==> src/abc_regs.vh <==
// Constants for the converter bus control block.
// Assumes a 100 MHz system clock.
`ifndef ABC_REGS_VH
`define ABC_REGS_VH

`define ABC_CLK_PERIOD_NS   10
`define ABC_CONV8_MAX_US    24
`define ABC_CONV12_MAX_US   35
// Longest times round down to whole cycles
`define ABC_CONV8_CYCLES    ((`ABC_CONV8_MAX_US * 1000) / `ABC_CLK_PERIOD_NS)
`define ABC_CONV12_CYCLES   ((`ABC_CONV12_MAX_US * 1000) / `ABC_CLK_PERIOD_NS)
// Last counter value: busy stands for exactly the longest allowed time
`define ABC_CONV8_LAST      12'h95f
`define ABC_CONV12_LAST     12'hdab
`define ABC_CNT_W           12
`define ABC_RES_W           12
`define ABC_ST_IDLE         2'h0
`define ABC_ST_CONV         2'h1
`define ABC_ST_READ         2'h2
`define ABC_OE_OFF          12'h000
`define ABC_OE_WORD         12'hfff
`define ABC_OE_BYTE         12'hff0

`endif

==> src/abc_sync.v <==
// Two-flop synchroniser for a group of pin inputs.
// Assumes inputs are asynchronous to clk.
`timescale 1ns/1ps
`default_nettype none
module abc_sync #(
  parameter W = 1
) (
  input  wire         clk,
  input  wire         nrst,
  input  wire [W-1:0] d,
  output reg  [W-1:0] q
);
  reg [W-1:0] meta_r;

  always @(posedge clk or negedge nrst) begin
    if (!nrst) begin
      meta_r <= {W{1'b0}};
      q      <= {W{1'b0}};
    end else begin
      meta_r <= d;
      q      <= meta_r;
    end
  end
endmodule
`default_nettype wire

==> src/abc_ctrl.v <==
// Bus control of a successive-approximation converter: start decode,
// busy flag, timed conversion and three-state result read.
// Assumes host strobes are asynchronous pins; the analog result arrives
// as a parallel word that is sampled when conversion ends.
// Limitation: pins are seen two clocks late, and a strobe shorter than
// one clock period may be missed.
// Word mode and the byte address must stay steady through a read.
// Through reset busy is low and every data driver is off.
//
// Functional notes
// - Start when enable high, select low, read/convert low; either may trigger.
// - Read/convert high at enable performs a read and drives data.
// - Start commands ignored while busy, until conversion finishes.
// - Data drivers stay disabled for the whole conversion.
// - Drivers enabled only while enable, read/convert high and select low.
// - 8-bit cycle at most 24 us, 12-bit cycle at most 35 us.
// - Busy flag high during conversion, low otherwise.
// - Byte mode: address low gives 8 MSBs, high gives 4 LSBs plus zeros.
// - Word mode: all twelve result bits on twelve lines together.
`timescale 1ns/1ps
`default_nettype none
`include "abc_regs.vh"
module abc_ctrl (
  input  wire        clk,
  input  wire        nrst,
  input  wire        chip_en,
  input  wire        chip_sel_n,
  input  wire        read_conv,
  input  wire        byte_short_select,
  input  wire        word_mode,
  input  wire [11:0] analog_code,
  output wire        conv_busy_flag,
  output reg  [11:0] data_o,
  output wire [11:0] data_oe
);

  // ----------------------------------------
  // Pin synchronisation
  // ----------------------------------------
  // One synchroniser per pin; all share the same two-flop latency
  wire en_s;
  wire seln_s;
  wire rc_s;
  wire a0_s;
  wire wide_s;

  abc_sync #(.W(1)) u_sync_en (
    .clk  (clk),
    .nrst (nrst),
    .d    (chip_en),
    .q    (en_s)
  );

  abc_sync #(.W(1)) u_sync_sel (
    .clk  (clk),
    .nrst (nrst),
    .d    (chip_sel_n),
    .q    (seln_s)
  );

  abc_sync #(.W(1)) u_sync_rc (
    .clk  (clk),
    .nrst (nrst),
    .d    (read_conv),
    .q    (rc_s)
  );

  abc_sync #(.W(1)) u_sync_addr (
    .clk  (clk),
    .nrst (nrst),
    .d    (byte_short_select),
    .q    (a0_s)
  );

  abc_sync #(.W(1)) u_sync_wide (
    .clk  (clk),
    .nrst (nrst),
    .d    (word_mode),
    .q    (wide_s)
  );

  // ----------------------------------------
  // Command decode
  // ----------------------------------------
  // Both enables at their active level; start and read share it
  // Start takes the rise only, so a held strobe never restarts
  wire active    = en_s & ~seln_s;
  reg  active_d_r;
  always @(posedge clk or negedge nrst) begin
    if (!nrst) begin
      active_d_r <= 1'b0;
    end else begin
      active_d_r <= active;
    end
  end
  wire start_req = active & ~active_d_r & ~rc_s;

  // ----------------------------------------
  // Conversion timer and state
  // ----------------------------------------
  localparam [`ABC_CNT_W-1:0] C8  = `ABC_CONV8_LAST;
  localparam [`ABC_CNT_W-1:0] C12 = `ABC_CONV12_LAST;
  reg [1:0]            state_r;
  reg [1:0]            state_nxt;
  reg [`ABC_CNT_W-1:0] cnt_r;
  reg [`ABC_CNT_W-1:0] cnt_nxt;
  reg                  short_r;
  reg                  short_nxt;
  reg [11:0]           result_r;
  reg [11:0]           result_nxt;

  // last count fixed by the cycle kind chosen at start
  wire [`ABC_CNT_W-1:0] last_cnt = short_r ? C8 : C12;

  always @* begin
    state_nxt  = state_r;
    cnt_nxt    = cnt_r;
    short_nxt  = short_r;
    result_nxt = result_r;
    case (state_r)
      `ABC_ST_IDLE: begin
        if (start_req) begin
          state_nxt = `ABC_ST_CONV;
          cnt_nxt   = {`ABC_CNT_W{1'b0}};
          // Address level at start picks the short cycle
          short_nxt = a0_s;
        end
      end
      `ABC_ST_CONV: begin
        if (cnt_r == last_cnt) begin
          state_nxt  = `ABC_ST_IDLE;
          // Short cycle keeps only the upper eight bits
          result_nxt = short_r ? {analog_code[11:4], 4'h0} : analog_code;
        end else begin
          cnt_nxt = cnt_r + {{(`ABC_CNT_W-1){1'b0}}, 1'b1};
        end
      end
      default: begin
        // Spare codes fall back to idle
        state_nxt = `ABC_ST_IDLE;
      end
    endcase
  end

  always @(posedge clk or negedge nrst) begin
    if (!nrst) begin
      state_r  <= `ABC_ST_IDLE;
      cnt_r    <= {`ABC_CNT_W{1'b0}};
      short_r  <= 1'b0;
      result_r <= 12'h000;
    end else begin
      state_r  <= state_nxt;
      cnt_r    <= cnt_nxt;
      short_r  <= short_nxt;
      result_r <= result_nxt;
    end
  end

  assign conv_busy_flag = (state_r == `ABC_ST_CONV);

  // ----------------------------------------
  // Read path
  // ----------------------------------------
  // read window, gated by busy
  wire        reading = active & rc_s & ~conv_busy_flag;
  reg  [11:0] data_nxt;
  reg  [11:0] oe_nxt;
  reg  [11:0] oe_lines_r;

  // Data follows the pins every cycle, so it is settled when drivers turn on
  always @* begin
    if (wide_s) begin
      data_nxt = result_r;
    end else if (a0_s) begin
      // low nibble, trailing zeros below it
      data_nxt = {result_r[3:0], 8'h00};
    end else begin
      data_nxt = {result_r[11:4], 4'h0};
    end
  end

  // ----------------------------------------
  // Output enables
  // ----------------------------------------
  // drivers off when busy or strobe gone
  always @* begin
    oe_nxt = `ABC_OE_OFF;
    if (reading) begin
      if (wide_s) begin
        oe_nxt = `ABC_OE_WORD;
      end else begin
        // Byte mode drives the upper eight lines; lower four float
        oe_nxt = `ABC_OE_BYTE;
      end
    end
  end

  // Data and enables leave the same edge, both from flip-flops
  always @(posedge clk or negedge nrst) begin
    if (!nrst) begin
      oe_lines_r <= `ABC_OE_OFF;
      data_o     <= 12'h000;
    end else begin
      oe_lines_r <= oe_nxt;
      data_o     <= data_nxt;
    end
  end

  assign data_oe = oe_lines_r;

endmodule
`default_nettype wire

==> config.mk <==
export PLATFORM = sky130hd
export DESIGN_NAME = abc_ctrl
export DESIGN_NICKNAME = d
export VERILOG_FILES = /design/src/abc_sync.v /design/src/abc_ctrl.v
export VERILOG_INCLUDE_DIRS = /design/src
export SDC_FILE = /design/constraint.sdc
export NUM_CORES = 1
export LEC_CHECK = 0
export ABC_CLOCK_PERIOD_IN_PS = 4700
export BUFFER_PORTS_ARGS = -buffer_cell sky130_fd_sc_hd__buf_2
export CORE_MARGIN = 10
export CORE_UTILIZATION = 43
export CTS_CLUSTER_SIZE = 24
export DETAILED_ROUTE_END_ITERATION = 10
export PLACE_DENSITY_LB_ADDON = 0.12
export SLEW_MARGIN = 20
export SYNTH_ARGS = -nofsm -noshare
export SYNTH_HDL_FRONTEND = slang
export SYNTH_HIERARCHICAL = 1
export SYNTH_SLANG_ARGS = --single-unit
==> constraint.sdc <==
create_clock -name clk -period 4.7 [get_ports clk]
set_input_delay 0.47 -clock clk [delete_from_list [all_inputs] [get_ports clk]]
set_output_delay 0.47 -clock clk [all_outputs]
set_load 0.02 [all_outputs]
; Word-level counts from Yosys, hierarchy flattened
; Index checks and enable logic that the tools add are counted.
[totals]
register_bits = 62
[op_classes]
eq_ne = 5
muxes = 12
n_reduce_logical = 6
addsub = 1
bitwise_logic = 9
[op_table]
columns = op, n
row1 = $mux 12, 5
row2 = $pmux 12 s2, 1
row3 = $add 12x1->12 const B, 1
row4 = $eq 12x12->1, 1
row5 = $mux 11, 1
row6 = $mux 4, 2
row7 = $reduce_and 2->1, 3
row8 = $and 1x1->1, 5
row9 = $mux 2, 2
row10 = $ne 2x2->1 const B, 2
row11 = $not 1->1, 4
row12 = $pmux 2 s2, 1
row13 = $reduce_and 3->1, 1
row14 = $eq 2x1->1 const B, 1
row15 = $logic_not 2->1, 1
row16 = $ne 2x1->1 const B, 1
row17 = $reduce_bool 2->1, 1

; Depth between registers and ports, before layout
; Gate-level depths: netlist (run 1).
[logic_depth]
depth_word = 6
mapped_depth = 7
depth_no_buf = 6

; Cells and area by module
; The synthesis (run 1) kept the hierarchy.
[modules_own_cells]
columns = mod, seq_area_each_um2, n_inst, area_per_inst_um2, cells_per_inst
row1 = abc_ctrl, 1026.0, 1, 1843.0, 151
row2 = abc_sync, 50.0, 5, 50.0, 2

; Worst setup path before layout (run 1)
; OpenSTA, ideal clock, no wires.
[synth_path]
kind = register -> register
startpoint = register cnt_r[2]
endpoint = register result_r[10]
path_slack_ps = 3005
arrival_time_ps = 1571
stages_incl_launch_ff = 7
n_path_buf = 1
period_less_slack_ps = 1695
cell_sequence = dfrtp_1 buf_6 nand4bb_1 nor4b_2 o21ai_2 nor2_4 mux2_2
[synth_between]
elab_chain_cells = 2
[synth_lines]
columns = item, line_no
row1 = start: declaration, abc_ctrl.v:105  ; reg [`ABC_CNT_W-1:0] cnt_r;
row2 = start signal: assignment, abc_ctrl.v:148  ; cnt_r <= {`ABC_CNT_W{1'b0}};
row3 = start signal: assignment, abc_ctrl.v:153  ; cnt_r <= cnt_nxt;
row4 = $eq 12x12->1, abc_ctrl.v:130  ; if (cnt_r == last_cnt) begin
row5 = $reduce_and 2->1 (no source line), -
row6 = end signal: assignment, abc_ctrl.v:155  ; result_r <= result_nxt;
row7 = end: declaration, abc_ctrl.v:109  ; reg [11:0] result_r;
; No other way between the ends.
; A chain may end at the register's enable or synchronous reset.

; Worst setup path after layout (run 1)
[layout_path]
startpoint = register cnt_r[0]
endpoint = register result_r[10]
; The elaborated chain is that of the path after synthesis.

==> summary.txt, run 1 <==
Placement
  • GP Congestion: between 0.8 and 0.9
  • Number of port buffers: 43
  • Pre-CTS setup slack: about 2.7 ns
  • Final HPWL DP: around 3000 um
  • Post-DP Area: around 2300 um2

Logic synthesis
  • Synth area leaders: dfrtp_1, mux2_2, buf_4, xnor2_1, and2_1
  • Netlist cell types: 35
  • Synth top area share: 61.0%
  • Leading area contributor after synthesis: dfrtp_1
  • Seq/Total Area, Yosys: approximately three fifths
  • Largest family of logic cells by synthesized area: simple AND/OR/NAND/NOR gates
  • Synth Area in Compound Gates: slightly below 8%
  • Number of synthesized register bits: just over 50
  • Post-synthesis mux area share: a little under 8%
  • Synth Instances: between 150 and 200
  • Average size of a mapped cell: around 13 um2
  • Simple-gate share of the synthesized area: about an eighth
  • Synth Area in XOR/XNOR: 3.35%
  • Post-synth EDFFs: 0
  • Async set or reset register ratio after synthesis: 100%
  • Synth Area in Adders: less than 1%
  • Cell Area, Synth: around 2100 um2
  • Ys flop type: dfrtp_1
  • Post-Syn Nets: ~180
  • Warnings, synthesis: 6

Pwr
  • PwrDens: around 400 nW/um2
  • Maximum VDD drop: 245 uV
  • Leak: about 1.2 nW
  • Tot Pwr: between 0.9 and 1 mW

STA
  • Max Clk Rate: roughly 500 MHz
  • Slew Limit Fails: 0
  • Final worst slack: ~2.7 ns
  • Worst Skew: between 0.008 and 0.009 ns
  • Worst slew pin tran: ~0.7 ns
  • Final hold vios: 0
  • Worst rel slew slack: approximately 55%
  • Min cycle time layout: 2.00 ns
  • Setup_tns: 0 ns
  • Setup violators final: 0
  • Final worst path period share: 42.6%
  • RSZ-0062 raised after global routing: no
  • Hold_ws: around 0.17 ns

Routing
  • Vias per cell: around 4.9
  • Drt initial violations: 77
  • Post-route antenna net violation count: 0
  • Via count: 1300
  • WL/cell: between 10 and 15 um
  • WL final: approximately 3900 um
  • TritonRoute pass-1 iters: 4
  • Final routed DRC violation total: 0

Final layout
  • Area growth from synthesis to layout: 13.3%
  • Filler instances: between 400 and 500
  • Commonest non-fill, non-tap cells in the layout: dfrtp_1, buf_2, mux2_2
  • Final Cell Area: roughly 2400 um2
  • Layout cells sized above 1: 36.0%
  • Commonest non-fill, non-tap cell in the layout: dfrtp_1
  • Final #Nets: between 200 and 250
  • ANT cells: 0

GRT
  • First-pass GRT wire length: about 6800 um
  • Total grt overflow: 0
  • Vias in the first global route: between 1000 and 1500
  • Initial antenna violation count: 0
  • GR Util All Layers: 10.1%
  • Largest net degree at the start of global routing: 52

Clocking
  • PostCTS Resize Cnt: 0
  • Hold buffers post-CTS: 0
  • # Post-CTS Setup Buffers: 0
  • Num Clock Sinks: 51
  • Root Driver: clkbuf_8
  • CTS tree: built
  • Num CTS Buffers: 5
  • Clk pin slew, worst setup/hold paths: ~0.09 ns
  • Skew-Pair Late Insertion Delay: 0.31 ns
  • Htree depth: 2
  • Clock buffer depth: 2

Floorplanning
  • DIE AREA: slightly above 8000 um2
  • Chip Height: between 80 and 90 um
  • Die W: about 90 um
  • Row cnt: 25
  • Core ar.: 4720 um2
  • Initial Utilization: between 40% and 50%
  • Ports: 44

Worst setup path
  • Crit. End Element: flip-flop
  • Worst reg-to-reg path cell count: 6
  • Worst Setup Start Kind: flip-flop
  • CP max FO: 13
  • Crit Path Class: flip-flop to flip-flop
  • Data arrival, critical path: between 2 and 2.5 ns
  • Critical path required time: around 4.9 ns

Status
  • Outcome: complete, no violations

Worst hold path
  • HP Class: input pin to asynchronous set/reset pin

Job
  • Max-cap violations: 0
## power breakdown
group	leakage [nW]	switching [mW]	total [mW]	internal, mW
clock network	0.0485	0.147	0.254	0.107
registers	0.638	0.0606	0.539	0.478
logic	0.491	0.0761	0.146	0.0697
## flip-flops by register name (all words and copies together), names as in the netlist, 2 cells and up
signal,count
cnt_r,12
data_o,12
data_oe,2
result_r,12
## per-stage QoR
step,std cells,util (%)
finish,264,50.2
global route,264,50.2
CTS,264,50.2
detailed placement,256,48.2
global placement,256,48.2
floorplan,161,-
## worst paths after layout
check                             startpoint                 end  slack, ns
max                                 cnt_r[0]        result_r[10]       2.70
min                                     nrst          data_o[10]       0.17
max reg2reg                         cnt_r[0]        result_r[10]       2.70
min reg2reg                u_sync_sel/meta_r        u_sync_sel/q       0.35
max in group asynchronous               nrst          state_r[0]       4.12
min in group clk                   word_mode  u_sync_wide/meta_r       0.26
## layer usage
metal	wire (um)	vias to the layer above	GRT usage [%]	share of wire [%]
li1	-	617	-	-
met1	1780	635	11.9	45
met2	1800	41	15.9	45
met3	311	7	4.16	7.9
met4	62	0	4.31	1.6
met5	0	-	0	0
## worst max-delay path, stage by stage, from the launching register on
cell	delay, ns
dfrtp_1	0.44
ha_1	0.21
nand2_1	0.09
nor3_1	0.24
o21ai_2	0.25
nor2_4	0.30
mux2_2	0.38
## cell type report
class	count	area [um2]	share of cell area [%]
timing repair buffer	43	218	9.18
tap	67	83.8	3.53
inverter	6	22.5	0.949
sequential	51	1280	53.8
clock buffer	5	68.8	2.90
multi-input combinational	89	681	28.7
clock inverter	3	22.5	0.949
## Yosys cell counts (all sizes together), types with 3 or more instances
master,n
a22o,5
and2,9
and3,6
buf,13
dfrtp,51
inv,6
mux2,13
nand2,11
nand3,6
nand4,3
nor2,4
o21ai,6
o41ai,4
xnor2,7
## cells by family (layout without fill, tap and decap cells)
group / Yosys count / in the layout
flip-flops: 51 / 51
AND/OR/NAND/NOR: 45 / 45
buffers and inverters: 21 / 57
AO/OA/AOI/OAI: 20 / 20
multiplexers: 15 / 15
XOR/XNOR: 8 / 8
adder cells (fa/ha/maj): 1 / 1
(Power assumes the default switching activity.)
==> run 2: changes to the inputs <==
--- a/config.mk
+++ b/config.mk
@@ -6,7 +6,7 @@
 export SDC_FILE = /design/constraint.sdc
 export NUM_CORES = 1
 export LEC_CHECK = 0
-export ABC_CLOCK_PERIOD_IN_PS = 4700
+export ABC_CLOCK_PERIOD_IN_PS = 1700
 export BUFFER_PORTS_ARGS = -buffer_cell sky130_fd_sc_hd__buf_2
 export CORE_MARGIN = 10
 export CORE_UTILIZATION = 43
==> constraint.sdc (replaced) <==
create_clock -name clk -period 1.7 [get_ports clk]
set_input_delay 0.17 -clock clk [delete_from_list [all_inputs] [get_ports clk]]
set_output_delay 0.17 -clock clk [all_outputs]
set_load 0.02 [all_outputs]
==> summary.txt, run 2 (synthesis results as in run 1) <==
Placement
  • Pre-CTS setup slack: -0.0280 ns (-2.71 ns)
  • GP Congestion: 0.798 (-3.0%)
  • Final HPWL DP: 3140 um (+6.5%)
  • Post-DP Area: 2410 um2 (+5.8%)
  • Number of port buffers: 43 (unchanged)

GRT
  • Largest net degree at the start of global routing: 34 (-35%)
  • Vias in the first global route: 1425 (+2.7%)
  • First-pass GRT wire length: 7030 um (+3.5%)
  • GR Util All Layers: 10.6% (+0.49 points)
  • Total grt overflow: 0 (unchanged)
  • Initial antenna violation count: 0 (unchanged)

Worst setup path
  • Worst Setup Start Kind: flip-flop
  • Data arrival, critical path: 1.92 ns (-0.28 ns)
  • Crit Path Class: flip-flop to flip-flop
  • Cell family with most CP delay: simple AND/OR/NAND/NOR gates
  • Largest stage delay, worst path: 0.41 ns (-0.03 ns)
  • CP max FO: 8 (-5)
  • CP Buf/Inv Count: 0 (unchanged)
  • Slowest CP cell: dfrtp_1
  • Crit. End Element: flip-flop
  • Critical path required time: 1.89 ns (-3.01 ns)
  • Crit-path cells: nand4bb_1 > nor4b_2 > o21ai_2 > nor2_4 > mux2_2

Clocking
  • Clk pin slew, worst setup/hold paths: 0.09 ns (about the same)
  • Num Clock Sinks: 51 (unchanged)
  • Root Driver: clkbuf_8
  • Num CTS Buffers: 5 (unchanged)
  • # Post-CTS Setup Buffers: 0 (unchanged)
  • Htree depth: 2 (unchanged)
  • Skew-Pair Late Insertion Delay: 0.30 ns (about the same)
  • Clock buffer depth: 2 (unchanged)
  • CTS tree: built

Final layout
  • Commonest non-fill, non-tap cell in the layout: dfrtp_1
  • Filler instances: 414 (-2.4%)
  • Commonest non-fill, non-tap cells in the layout: dfrtp_1, buf_2, buf_4
  • Final Cell Area: 2590 um2 (+9.1%)
  • Multi-input gate area: 687 um2 (+0.92%)
  • Top flop regs: cnt_r: 12 flops, data_o: 12 flops, result_r: 12 flops
  • Register Area: 1280 um2 (unchanged)
  • Layout cells sized above 1: 39.7% (+3.7 points)
  • Area growth from synthesis to layout: 23.7%
  • ANT cells: 0 (unchanged)
  • Final #Nets: 238 (+10%)

STA
  • Worst rel slew slack: 70.2% (+16 points)
  • Final worst slack: -0.0323 ns (-2.73 ns)
  • Setup violators final: 14 (+14)
  • Max Clk Rate: 577 MHz (+15%)
  • Worst slew pin tran: 0.447 ns (-0.233 ns)
  • RSZ-0062 raised after global routing: yes
  • Final hold vios: 0 (unchanged)
  • Min cycle time layout: 1.73 ns (-0.268 ns)
  • Hold_ws: 0.0964 ns (-0.0724 ns)
  • Worst Skew: 0.00926 ns (+0.000542 ns)
  • Slew Limit Fails: 0 (unchanged)
  • Final worst path period share: 102% (+59 points)

Status
  • Outcome: finished with violations
  • Violated checks: setup timing

Floorplanning
  • Initial Utilization: 44.3% (unchanged)
  • Chip Height: 89.8 um (unchanged)
  • Ports: 44 (unchanged)
  • DIE AREA: 8060 um2 (unchanged)
  • Die W: 89.8 um (unchanged)
  • Core ar.: 4720 um2 (unchanged)
  • Row cnt: 25 (unchanged)

Worst hold path
  • HP Class: input pin to flip-flop

Pwr
  • PwrDens: 1110 nW/um2 (+180%)
  • Leak: 1.29 nW (+10%)
  • Maximum VDD drop: 720 uV (+190%)
  • Tot Pwr: 2.88 mW (+210%)

Routing
  • Final routed DRC violation total: 0 (unchanged)
  • Drt initial violations: 74 (-3.9%)
  • WL final: 4110 um (+4.2%)
  • Via count: 1351 (+3.9%)
  • Vias per cell: 4.72 (-4.1%)
  • WL/cell: 14.4 um (-3.9%)
  • TritonRoute pass-1 iters: 4 (unchanged)
  • Post-route antenna net violation count: 0 (unchanged)

Job
  • Max-cap violations: 0 (unchanged)
==> run 2: area by class of cell <==
class	instances	share of cell area, %
Tap cell	67	3.24
Multi-Input combinational cell	89	26.5
Inverter	6	0.870
Clock buffer	6	2.80
Clock inverter	2	1.50
Timing Repair Buffer	65	15.8
Sequential cell	51	49.3
==> run 2: worst paths after layout <==
path,startpoint,endpoint,slack [ns],cells past startpoint
max in group asynchronous,nrst,cnt_r[2],0.84,3
setup / recovery,short_r,result_r[5],-0.03,5
hold / removal,analog_code[9],result_r[9],0.1,2
hold reg to reg,u_sync_en/meta_r,u_sync_en/q,0.36,0
min in group asynchronous,nrst,data_o[2],0.34,2
setup reg to reg,short_r,result_r[5],-0.03,5
==> run 2: worst reg2reg max path, stage by stage (launching register included) <==
cell       delay [ns]
dfrtp_1          0.41
nand4bb_1        0.21
nor4b_2          0.26
o21ai_2          0.13
nor2_4           0.25
mux2_2           0.38
==> run 2: per-stage QoR <==
stage	util, %	std cells	TNS, ns
2_1_floorplan	-	161	0
3_3_place_gp	51.0	272	-0.0652
3_5_place_dp	51.0	272	-0.144
4_1_cts	54.8	286	-0.477
5_1_grt	54.8	286	-2.24
6_report	54.8	286	-0.258
==> run 2: timing repair <==
item,4_1_cts,5_1_grt
setup endpoints to repair,15,18
resized for setup,1,1
pin swaps,0,0
hold buffers,6,0
hold endpoints to repair,23,0
==> run 2: power breakdown <==
group	internal, mW	switching (mW)	total, mW
sequential	1.32	0.0685	1.39
clock	0.445	0.383	0.827
combinational	0.326	0.337	0.663
==> run 2: layer usage <==
| metal | track usage, % | part of all wire, % |
|---|---|---|
| met5 | 0 | 0 |
| met4 | 3.64 | 0.95 |
| met3 | 4.07 | 6.2 |
| met2 | 16.8 | 46 |
| met1 | 12.8 | 46 |
